### config.mk
export PLATFORM = sky130hd
export DESIGN_NAME = iil_issue_interlock
export DESIGN_NICKNAME = d
export VERILOG_FILES = /design/src/iil_pkg.sv /design/src/iil_issue_interlock.sv /design/src/iil_sb_entry.sv
export SDC_FILE = /design/constraint.sdc
export NUM_CORES = 1
export LEC_CHECK = 0
export BUFFER_PORTS_ARGS = -buffer_cell sky130_fd_sc_hd__buf_4
export CORE_MARGIN = 5
export CORE_UTILIZATION = 38
export DETAILED_ROUTE_END_ITERATION = 10
export GPL_TIMING_DRIVEN = 0
export HOLD_SLACK_MARGIN = 0.05
export PLACE_DENSITY_LB_ADDON = 0.05
export RECOVER_POWER = 25
export SKIP_CTS_REPAIR_TIMING = 1
export SLEW_MARGIN = 20
export SYNTH_ARGS = -nofsm -noshare
export SYNTH_HDL_FRONTEND = slang
export SYNTH_SLANG_ARGS = --single-unit
### constraint.sdc
create_clock -name clock -period 3.8 [get_ports clock]
set_input_delay 0.76 -clock clock [delete_from_list [all_inputs] [get_ports clock]]
set_output_delay 0.76 -clock clock [all_outputs]
set_load 0.05 [all_outputs]
### src/iil_pkg.sv
// Shared types and latency constants for the issue interlock
package iil_pkg;

    // ==========================================================
    // Widths
    localparam int LAT_W = 5;
    localparam int CNT_W = 3;
    localparam int NREG = 17;
    localparam int IDX_W = 5;
    localparam logic [IDX_W-1:0] ACC_IDX = 5'h10;

    // ==========================================================
    // Instruction classes seen at decode
    typedef enum logic [4:0] {
        OP_OTHER = 5'h00,
        OP_ALU = 5'h01,
        OP_ALU_PC = 5'h02,
        OP_BRANCH = 5'h03,
        OP_BX = 5'h04,
        OP_BLX_IMM = 5'h05,
        OP_LDR_PC = 5'h06,
        OP_LDM_PC = 5'h07,
        OP_MUL = 5'h08,
        OP_MULL = 5'h09,
        OP_MLAL = 5'h0A,
        OP_MUL_HH = 5'h0B,
        OP_MUL_WH = 5'h0C,
        OP_MLAL_HH = 5'h0D,
        OP_ACC_MUL = 5'h0E,
        OP_ACC_MUL_HH = 5'h0F,
        OP_ACC_MUL_PH = 5'h10,
        OP_MOVE_TO_ACC = 5'h11,
        OP_MOVE_FROM_ACC = 5'h12,
        OP_SAT = 5'h13
    } iil_op_t;

    // ==========================================================
    // Latency figures in core cycles
    localparam logic [LAT_W-1:0] LAT_ONE = 5'h01;
    localparam logic [LAT_W-1:0] LAT_TWO = 5'h02;
    localparam logic [LAT_W-1:0] LAT_THREE = 5'h03;
    localparam logic [LAT_W-1:0] BR_PENALTY = 5'h04;
    localparam logic [LAT_W-1:0] BX_TAKEN = 5'h05;
    localparam logic [LAT_W-1:0] LDR_PC_NT = 5'h02;
    localparam logic [LAT_W-1:0] LDR_PC_T = 5'h08;
    localparam logic [LAT_W-1:0] LDM_PC_NT_BASE = 5'h03;
    localparam logic [LAT_W-1:0] LDM_PC_T_BASE = 5'h0A;
    localparam logic [LAT_W-1:0] LDM_PC_FREE = 5'h03;
    localparam logic [LAT_W-1:0] LAT_ZERO = 5'h00;
    localparam logic [CNT_W-1:0] CNT_ZERO = 3'h0;
    localparam logic [CNT_W-1:0] CNT_ONE = 3'h1;
    localparam logic [CNT_W-1:0] CNT_TWO = 3'h2;
    localparam logic [CNT_W-1:0] CNT_THREE = 3'h3;

    // ==========================================================
    // Multiplier operand early-termination bounds
    localparam int OPND_MSB = 31;
    localparam int FAST_LSB = 15;
    localparam int MID_LSB = 27;

    // ==========================================================
    // State records
    typedef struct packed {
        logic [CNT_W-1:0] cnt;
        logic extra;
    } iil_sb_t;

    typedef struct packed {
        logic [LAT_W-1:0] gap;
        logic [CNT_W-1:0] res;
        logic issue;
        logic stall;
        logic mispred;
        logic btbAlloc;
        logic [LAT_W-1:0] lastLat;
    } iil_state_t;

    localparam iil_sb_t SB_RESET = '0;
    localparam iil_state_t ST_RESET = '0;

endpackage : iil_pkg

### src/iil_issue_interlock.sv
// Issue latency and result interlock for a single-issue pipeline
`timescale 1ns/1ps
`default_nettype none
module iil_issue_interlock (
    input wire logic clock,
    input wire logic rst,
    input wire logic candValid,
    input wire iil_pkg::iil_op_t candOp,
    input wire logic candSetFlags,
    input wire logic candRegShift,
    input wire logic candTaken,
    input wire logic candBtbHit,
    input wire logic candBtbTaken,
    input wire logic [4:0] candNumReg,
    input wire logic [31:0] candMulOperand,
    input wire logic candDstLoValid,
    input wire logic [3:0] candDstLo,
    input wire logic candDstHiValid,
    input wire logic [3:0] candDstHi,
    input wire logic candSrcAValid,
    input wire logic [3:0] candSrcA,
    input wire logic candSrcBValid,
    input wire logic [3:0] candSrcB,
    input wire logic candSrcSValid,
    input wire logic [3:0] candSrcS,
    output logic issue,
    output logic stall,
    output logic mispredict,
    output logic btbAllocate
);
    import iil_pkg::*;

    iil_state_t st_ff;
    iil_state_t nxt_st;

    logic [LAT_W-1:0] latIssue;
    logic [CNT_W-1:0] latLo;
    logic [CNT_W-1:0] latHi;
    logic [CNT_W-1:0] latRes;
    logic [CNT_W-1:0] cls;
    logic extra;
    logic isMul;
    logic writesAcc;
    logic readsAcc;
    logic mispred;
    logic alloc;
    logic depOk;
    logic decide;
    logic [NREG-1:0] sbLoad;
    logic [CNT_W-1:0] sbLoadCnt [NREG];
    logic [CNT_W-1:0] sbCnt [NREG];
    logic [NREG-1:0] readyN;
    logic [NREG-1:0] readyS;

    // ==========================================================
    // Operand class, uniform high bits end the multiply early
    always_comb begin
        if (&candMulOperand[OPND_MSB:FAST_LSB] || ~|candMulOperand[OPND_MSB:FAST_LSB]) begin
            cls = CNT_ZERO;
        end else if (&candMulOperand[OPND_MSB:MID_LSB]
                || ~|candMulOperand[OPND_MSB:MID_LSB]) begin
            cls = CNT_ONE;
        end else begin
            cls = CNT_TWO;
        end
    end

    // ==========================================================
    // Latency table per class
    always_comb begin
        latIssue = LAT_ONE;
        latLo = CNT_ONE;
        latHi = CNT_ONE;
        latRes = CNT_ZERO;
        extra = 1'b0;
        isMul = 1'b0;
        writesAcc = 1'b0;
        readsAcc = 1'b0;
        mispred = 1'b0;
        alloc = 1'b0;
        case (candOp)
            OP_ALU, OP_ALU_PC: begin
                latIssue = candRegShift ? LAT_TWO : LAT_ONE;
                latLo = candRegShift ? CNT_TWO : CNT_ONE;
                extra = 1'b1;
                if (candOp == OP_ALU_PC && candTaken) begin
                    latIssue = latIssue + BR_PENALTY;
                    mispred = 1'b1;
                end
            end
            OP_BRANCH: begin
                // Not in the buffer means predicted not taken
                mispred = candBtbHit ? (candBtbTaken != candTaken) : candTaken;
                alloc = candTaken && !candBtbHit;
                latIssue = mispred ? LAT_ONE + BR_PENALTY : LAT_ONE;
            end
            OP_BX: begin
                latIssue = candTaken ? BX_TAKEN : LAT_ONE;
                mispred = candTaken;
            end
            OP_BLX_IMM: begin
                latIssue = BX_TAKEN;
                mispred = 1'b1;
            end
            OP_LDR_PC: begin
                latIssue = candTaken ? LDR_PC_T : LDR_PC_NT;
                mispred = candTaken;
            end
            OP_LDM_PC: begin
                if (candTaken) begin
                    latIssue = (candNumReg > LDM_PC_FREE)
                        ? LDM_PC_T_BASE + candNumReg - LDM_PC_FREE
                        : LDM_PC_T_BASE;
                end else begin
                    latIssue = LDM_PC_NT_BASE + candNumReg;
                end
                mispred = candTaken;
            end
            OP_MUL: begin
                isMul = 1'b1;
                extra = 1'b1;
                latLo = CNT_TWO + cls;
                latRes = candSetFlags ? CNT_TWO + cls : CNT_ONE + cls;
                latIssue = candSetFlags ? LAT_TWO + 5'(cls) : LAT_ONE;
            end
            OP_MULL, OP_MLAL: begin
                isMul = 1'b1;
                extra = 1'b1;
                if (candSetFlags) begin
                    latIssue = LAT_THREE + 5'(cls);
                    latLo = CNT_THREE + cls;
                    latHi = CNT_THREE + cls;
                    latRes = CNT_THREE + cls;
                end else begin
                    latIssue = (candOp == OP_MLAL) ? LAT_TWO : LAT_ONE;
                    latLo = CNT_TWO + cls;
                    latHi = CNT_THREE + cls;
                    latRes = CNT_TWO + cls;
                end
            end
            OP_MUL_HH: begin
                isMul = 1'b1;
                extra = 1'b1;
                latLo = CNT_TWO;
                latRes = CNT_ONE;
            end
            OP_MUL_WH: begin
                isMul = 1'b1;
                extra = 1'b1;
                latLo = CNT_THREE;
                latRes = CNT_TWO;
            end
            OP_MLAL_HH: begin
                isMul = 1'b1;
                extra = 1'b1;
                latIssue = LAT_TWO;
                latLo = CNT_TWO;
                latHi = CNT_THREE;
                latRes = CNT_TWO;
            end
            OP_ACC_MUL: begin
                isMul = 1'b1;
                writesAcc = 1'b1;
                // Issue stays at one cycle; only result and resource grow with class
                latLo = CNT_ONE + cls;
                latRes = CNT_ONE + cls;
            end
            OP_ACC_MUL_HH: begin
                isMul = 1'b1;
                writesAcc = 1'b1;
                latLo = CNT_ONE;
                latRes = CNT_ONE;
            end
            OP_ACC_MUL_PH: begin
                isMul = 1'b1;
                writesAcc = 1'b1;
                latLo = CNT_TWO;
                latRes = CNT_TWO;
            end
            OP_MOVE_TO_ACC: begin
                isMul = 1'b1;
                writesAcc = 1'b1;
                latIssue = LAT_TWO;
                latLo = CNT_TWO;
                latRes = CNT_TWO;
            end
            OP_MOVE_FROM_ACC: begin
                isMul = 1'b1;
                readsAcc = 1'b1;
                extra = 1'b1;
                latLo = CNT_TWO;
                latHi = CNT_THREE;
                latRes = CNT_TWO;
            end
            OP_SAT: begin
                latLo = CNT_TWO;
            end
            default: begin
                latIssue = LAT_ONE;
            end
        endcase
    end

    // ==========================================================
    // Scoreboard, entry 16 tracks the internal accumulator
    genvar gi;
    generate
        for (gi = 0; gi < NREG; gi++) begin : g_sb
            iil_sb_entry u_entry (
                .clock(clock),
                .rst(rst),
                .load(sbLoad[gi]),
                .loadCnt(sbLoadCnt[gi]),
                .loadExtra(extra),
                .cnt(sbCnt[gi]),
                .readyNormal(readyN[gi]),
                .readySpecial(readyS[gi])
            );
        end
    endgenerate

    // Hi written after lo so a shared index keeps the later result
    always_comb begin
        for (int i = 0; i < NREG; i++) begin
            sbLoad[i] = 1'b0;
            sbLoadCnt[i] = latLo;
            if (decide && candDstLoValid && {1'b0, candDstLo} == IDX_W'(i)) begin
                sbLoad[i] = 1'b1;
            end
            if (decide && candDstHiValid && {1'b0, candDstHi} == IDX_W'(i)) begin
                sbLoad[i] = 1'b1;
                sbLoadCnt[i] = latHi;
            end
            if (decide && writesAcc && ACC_IDX == IDX_W'(i)) begin
                sbLoad[i] = 1'b1;
            end
        end
    end

    // ==========================================================
    // Issue decision, made one cycle ahead of the issue clock
    always_comb begin
        depOk = (!candSrcAValid || readyN[{1'b0, candSrcA}])
            && (!candSrcBValid || readyN[{1'b0, candSrcB}])
            && (!candSrcSValid || readyS[{1'b0, candSrcS}])
            && (!readsAcc || readyN[ACC_IDX]);
        decide = candValid && (st_ff.gap == LAT_ZERO) && depOk
            && (!isMul || st_ff.res == CNT_ZERO);
    end

    // Counters hold latency minus one, reaching zero at the next legal decision
    always_comb begin
        nxt_st = st_ff;
        nxt_st.issue = decide;
        nxt_st.stall = candValid && !decide;
        nxt_st.mispred = decide && mispred;
        nxt_st.btbAlloc = decide && alloc;
        if (st_ff.gap != LAT_ZERO) begin
            nxt_st.gap = st_ff.gap - LAT_ONE;
        end
        if (st_ff.res != CNT_ZERO) begin
            nxt_st.res = st_ff.res - CNT_ONE;
        end
        if (decide) begin
            nxt_st.gap = latIssue - LAT_ONE;
            nxt_st.lastLat = latIssue;
            if (isMul) begin
                nxt_st.res = latRes - CNT_ONE;
            end
        end
    end

    always_ff @(posedge clock) begin
        if (rst) begin
            st_ff <= ST_RESET;
        end else begin
            st_ff <= nxt_st;
        end
    end

    assign issue = st_ff.issue;
    assign stall = st_ff.stall;
    assign mispredict = st_ff.mispred;
    assign btbAllocate = st_ff.btbAlloc;
endmodule : iil_issue_interlock
`default_nettype wire

### src/iil_sb_entry.sv
// One scoreboard entry: result-ready countdown for a register
`timescale 1ns/1ps
`default_nettype none
module iil_sb_entry (
    input wire logic clock,
    input wire logic rst,
    input wire logic load,
    input wire logic [iil_pkg::CNT_W-1:0] loadCnt,
    input wire logic loadExtra,
    output logic [iil_pkg::CNT_W-1:0] cnt,
    output logic readyNormal,
    output logic readySpecial
);
    import iil_pkg::*;

    iil_sb_t sb_ff;
    iil_sb_t nxt_sb;

    // ==========================================================
    // Countdown, a new producer overrides the old one
    always_comb begin
        nxt_sb = sb_ff;
        if (load) begin
            nxt_sb.cnt = loadCnt;
            nxt_sb.extra = loadExtra;
        end else if (sb_ff.cnt != CNT_ZERO) begin
            nxt_sb.cnt = sb_ff.cnt - CNT_ONE;
        end
    end

    always_ff @(posedge clock) begin
        if (rst) begin
            sb_ff <= SB_RESET;
        end else begin
            sb_ff <= nxt_sb;
        end
    end

    // ==========================================================
    // Shift and doubled operands wait one cycle more
    assign cnt = sb_ff.cnt;
    assign readyNormal = (sb_ff.cnt <= CNT_ONE);
    assign readySpecial = sb_ff.extra ? (sb_ff.cnt == CNT_ZERO) : readyNormal;
endmodule : iil_sb_entry
`default_nettype wire

After elaboration in Yosys (flattened, before gate mapping)
Index checks and enable logic that the tools add are counted.
Operators by class
  muxes and demuxes: 136
  reduce and logical (&&, ||, !) cells: 134
  eq/ne operators: 50
  add/subtract/negate cells: 30
  $lt $le $gt $ge: 21
Operators by type and width (count)
  2-to-1 mux 3 bit: 57
  equality test 4 bit (second input constant): 16
  2-to-1 mux 1 bit: 59
  subtractor 3 x 1 -> 3 bit (second input constant): 19
  nonzero test 3 bit: 18
  <= comparator 3 x 1 -> 1 bit (second input constant): 17
  zero test 3 bit: 17
  logical AND 1 bit: 46
  one-hot mux 5 bit (9 select lines): 1
  equality test 5 x 4 -> 1 bit (second input constant): 8
  nonzero test 2 bit: 18
  equality test 4 x 3 -> 1 bit (second input constant): 8
  equality test 5 x 3 -> 1 bit (second input constant): 4
  equality test 5 bit (second input constant): 4
  < comparator 4 x 6 -> 1 bit (second input constant): 3
  one-hot mux 3 bit (6 select lines): 1
  AND reduction 17 bit: 1
  OR reduction 17 bit: 1
  equality test 4 x 2 -> 1 bit (second input constant): 4
  2-to-1 mux 4 bit: 4
  2-to-1 mux 5 bit: 3
  one-hot mux 3 bit (5 select lines): 1
  binary-select mux 1 bit (select 4 bit): 3
  OR reduction 11 bit: 1
  29 further kinds: 57
Word-level totals
  output and inout bits: 4
  register bits after elaboration: 79
  logic and storage cells: 410
  input bits: 75

Logic depth before layout (Yosys ltp)
  word-level depth: 14
  mapped depth: 17
  mapped depth without buffers: 16

Hierarchy
A second synthesis with hierarchy kept.
Unflattened totals
  cell total of the unflattened synthesis: 950
  area total of the unflattened synthesis: 8309.2 sq um
By module, submodules not included
  iil_sb_entry: times used 17, cells each 33, seq. area each 80.1 sq um, area each 305.3 sq um
  iil_issue_interlock: times used 1, cells each 389, seq. area each 240.2 sq um, area each 3119.2 sq um

Worst setup path after synthesis
OpenSTA, ideal clock, no wires.
  path kind: in2reg
  from: in candSrcS[0]
  to: reg st_ff[16] (netlist name)
  buffers on the path: 2
  required time: 3.726 ns
  cell stages on the path: 13
  arrival: 3.286 ns
  path slack: 0.440 ns
  cells stage by stage: clkbuf_1 > nand2_1 > a211o_1 > a311oi_1 > a211oi_1 > nor4_4 > nand2_2 > clkbuf_1 > o21ba_2 > ha_1 > nand2_1 > o311ai_0 > a31oi_1
Between the ends
  cells in the longest elaborated chain, start to end: 8
  elaborated cells on any way between the ends: 9
RTL lines
  from (decl): line iil_issue_interlock.sv:25  | input wire logic [3:0] candSrcS,
  binary-select mux 1 bit (select 4 bit) *: line iil_issue_interlock.sv:245  | && (!candSrcSValid || readyS[{1'b0, candSrcS}])
  2-to-1 mux 1 bit (not written as such) *: line iil_issue_interlock.sv:245
  logical OR 1 bit *: line iil_issue_interlock.sv:245
  logical AND 1 bit *: line iil_issue_interlock.sv:245
  logical AND 1 bit *: line iil_issue_interlock.sv:246  | && (!readsAcc || readyN[ACC_IDX]);
  logical AND 1 bit *: line iil_issue_interlock.sv:247  | decide = candValid && (st_ff.gap == LAT_ZERO) && depOk
  logical AND 1 bit *: line iil_issue_interlock.sv:248  | && (!isMul || st_ff.res == CNT_ZERO);
  2-to-1 mux 8 bit / nonzero test 2 bit (equally long branches)
  to (signal assigned): line iil_issue_interlock.sv:277  | st_ff <= nxt_st;
  to (decl): line iil_issue_interlock.sv:33  | iil_state_t st_ff;
Every way passes the cells marked *; elsewhere a longest branch is shown, timed or not. The select of a mux whose other input is x is not followed.
A chain may end at the register's enable or synchronous reset.

Final worst setup path
  from: in candSrcS[0]
  to: reg g_sb[10].u_entry.sb_ff (netlist bit g_sb[10].u_entry.cnt[2])
Between the ends
  cells in the longest elaborated chain, start to end: 12
  elaborated cells on any way between the ends: 16
RTL lines
  binary-select mux 1 bit (select 4 bit) *: line iil_issue_interlock.sv:245
  2-to-1 mux 1 bit (not written as such) *: line iil_issue_interlock.sv:245
  logical OR 1 bit *: line iil_issue_interlock.sv:245
  logical AND 1 bit *: line iil_issue_interlock.sv:245
  logical AND 1 bit *: line iil_issue_interlock.sv:246
  logical AND 1 bit *: line iil_issue_interlock.sv:247
  logical AND 1 bit *: line iil_issue_interlock.sv:248
  logical AND 1 bit
  logical AND 1 bit: line iil_issue_interlock.sv:227  | if (decide && candDstLoValid && {1'b0, candDstLo} == IDX_W'(i)) begin
  2-to-1 mux 1 bit: line iil_issue_interlock.sv:227
  2-to-1 mux 1 bit: line iil_issue_interlock.sv:230  | if (decide && candDstHiValid && {1'b0, candDstHi} == IDX_W'(i)) begin
  2-to-1 mux 3 bit / nonzero test 2 bit (equally long branches)
  to (signal assigned): line iil_sb_entry.sv:35  | sb_ff <= nxt_sb;
  to (decl): line iil_sb_entry.sv:16  | iil_sb_t sb_ff;
Marked as above.

==> results.yml <==
outcome:
  status: "finished clean"
yosys:
  ys_top_cells_by_count: "mux2i_1, nand2_1, nor2_1, dfxtp_1, inv_1"
  netlist_area_um2: 7400
  synth_most_common_cell: "mux2i_1"
  synth-seq-cells: 79
  ys_seq_area_share_pct: 21.4
  netlist_instances: 990
  synth-async-reset-ratio_pct: 0
  synth_nets: 1124
  ys_top_cells_by_area: "dfxtp_1, mux2i_1, ha_1, nand2_1, nor2_1"
  synth_top_area_share_pct: 21.4
  yosysWarningCount: 0
  syn_avg_cell_area_um2: 7.48
  synth_top_flop_cell: "dfxtp_1"
  synth.distinct_cells: 67
  synth_edf_count: 0
  yosys.area.top_type: "dfxtp_1"
drt:
  wl_per_cell_um: 20.9
  drc: 0
  drt-total-wl_mm: 27.9
  vias_per_cell: 5.72
  drt-pass1-iter-count: 6
  drt_iter0_drc: 802
  ant_nets: 0
  vias: 7618
setup_path:
  r2r-start: "st_ff[12]"
  critPathKind: "input pin to flop"
  crit_path_cell_trace: "buf_4, clkbuf_2, nand2_1, a211o_1, a311oi_2, a211oi_2, nor4_4, buf_4, clkbuf_1, nand3_1, mux2i_1, mux2i_1"
  crit_start: "candSrcS[0]"
  r2r_slack_ns: 0.08
  crit_fanout: 10
  startpoint_type: "input pin"
  crit_required_ns: 4.01
  r2r-end: "g_sb[10].u_entry.cnt[2]"
  arrival_ns: 3.97
  critPathMaxStageDelay_ns: 0.63
  cp-end-kind: "flop"
  crit_path_end: "g_sb[10].u_entry.cnt[2]"
  slowest_stage: "clkbuf_1"
  worstRegToRegCells: 10
clocking:
  insertion_delay_ns: 0.35
  clock_path_buffers: 2
  cts_buffers: 9
  clkSinkCount: 79
  tritoncts: "yes"
  clkTransAtPathRegs_ns: 0.07
  root_buffer: "clkbuf_16"
  htree_levels: 3
place:
  hpwl_mm: 20.9
  gp_congestion: 0.919
  place_ws_ns: -0.982
  numPortBuffers: 58
floorplanning:
  fp.dieW_um: 150
  rows: 51
  core_um2: 19300
  floorplan.die_area_um2: 22400
  initial_core_util_pct: 38.3
  die_h_um: 150
  ioPinCount: 79
global_route:
  grt_pass1_vias: 7251
  antenna_found_initial: 0
  grt.overflow.total: 0
  grt_pass1_wl_mm: 42.4
  gr-usage-all-layers_pct: 25.0
  grt_start_max_net_pins: 14
job:
  max-cap-violations: 0
sta:
  hold_violations: 0
  worst_pin_slew_ns: 0.889
  slew_viol_final: 0
  fin_crit_sh_pct: 99.1
  relSlewSlack_pct: 40.7
  layout_setup_ws_ns: 0.0329
  finClkSkew_ns: 0.00575
  period_minus_slack_ns: 3.77
  setup_viol: 0
  max_freq_mhz: 265
  tns_ns: 0
layout:
  final_nets: 1195
  area_growth_pct: 16.0
  antenna_cells: 0
  fillers: 2045
  final_util_pct: 44.4
  layout-drive-gt1-share_pct: 10.7
pwr:
  max-vdd-ir-drop_mv: 0.264
  leakage_nw: 3.74
  cellPowerDensity_nw_per_um2: 618
  totalPowerFinal_w: 0.00531
min_path:
  hp-class: "flop to flop"
kinds of logic after synthesis:
family,synth area share [%]
AOI/OAI and AO/OA,20.1
xor gates and xnor gates,2.84
adders and majority gates,10.1
buffers and inverters,5.88
DFF,21.4
muxes,14.1
and+or+nand+nor,25.6
critical path: cells and delay by family:
kind	cells	cell delay (ns)
AOI/OAI and AO/OA	3	0.75
buffers and inverters	4	1.33
muxes	2	0.30
and+or+nand+nor	3	0.83
worst min-delay path by stage:
stage          startpoint        end  slack, ns  cells past startpoint
2_1_floorplan   st_ff[12]  st_ff[12]       0.42                      1
3_3_place_gp    st_ff[12]  st_ff[12]       0.44                      1
3_5_place_dp    st_ff[12]  st_ff[12]       0.44                      1
4_1_cts         st_ff[12]  st_ff[12]       0.45                      1
5_1_grt         st_ff[12]  st_ff[12]       0.47                      1
6_report        st_ff[12]  st_ff[12]       0.44                      1
cell usage in the layout, fill, tap and decap left out, types with 9 or more instances in the layout:
cell type	Yosys	routed
a211oi_1	12	11
a21oi_1	59	59
buf_4	0	56
clkbuf_1	46	42
clkbuf_16	0	9
dfxtp_1	79	79
ha_1	59	59
inv_1	63	63
mux2i_1	102	102
nand2_1	99	99
nand2b_1	27	27
nand3_1	26	26
nand4_1	23	23
nor2_1	93	91
nor2b_1	19	19
nor3_1	38	37
o211ai_1	10	10
o21ai_0	56	56
o21bai_1	11	11
or3_1	9	9
xnor2_1	21	21
cell type report:
type	instances	area, um^2	area share (%)
Sequential cell	79	1580	18.4
Inverter	63	236	2.75
Clock buffer	10	229	2.67
Timing Repair Buffer	60	435	5.07
Buffer	52	210	2.45
Clock inverter	6	109	1.27
Tap cell	265	332	3.86
Multi-Input combinational cell	796	5450	63.5
per-layer routing:
| metal | vias to the layer above | global-route usage [%] | routed length, um |
|---|---|---|---|
| li1 | 3695 | - | - |
| met1 | 3546 | 33.2 | 12000 |
| met2 | 330 | 40.9 | 12800 |
| met3 | 47 | 4.09 | 2200 |
| met4 | 0 | 9.02 | 786 |
| met5 | - | 0 | 0 |
per-stage QoR:
step | cells | hold WS, ns | cell area [um^2]
after floorplan | 990 | 0.419 | 7400
after global placement | 1313 | 0.441 | 8170
after detailed placement | 1313 | 0.441 | 8170
after CTS | 1329 | 0.449 | 8510
after global routing | 1331 | 0.475 | 8590
final | 1331 | 0.445 | 8590
power by group:
part / internal (W) / switching (W)
clock: 0.000642 / 0.000399
sequential: 0.00110 / 0.000268
combinational: 0.00122 / 0.00167
state kept, by name (all words and copies together), names as in the netlist:
register and cells:
btbAllocate 1, g_sb.u_entry.cnt 51, g_sb.u_entry.sb_ff 16, issue 1, mispredict 1, st_ff 8, stall 1
(Power assumes the default switching activity.)
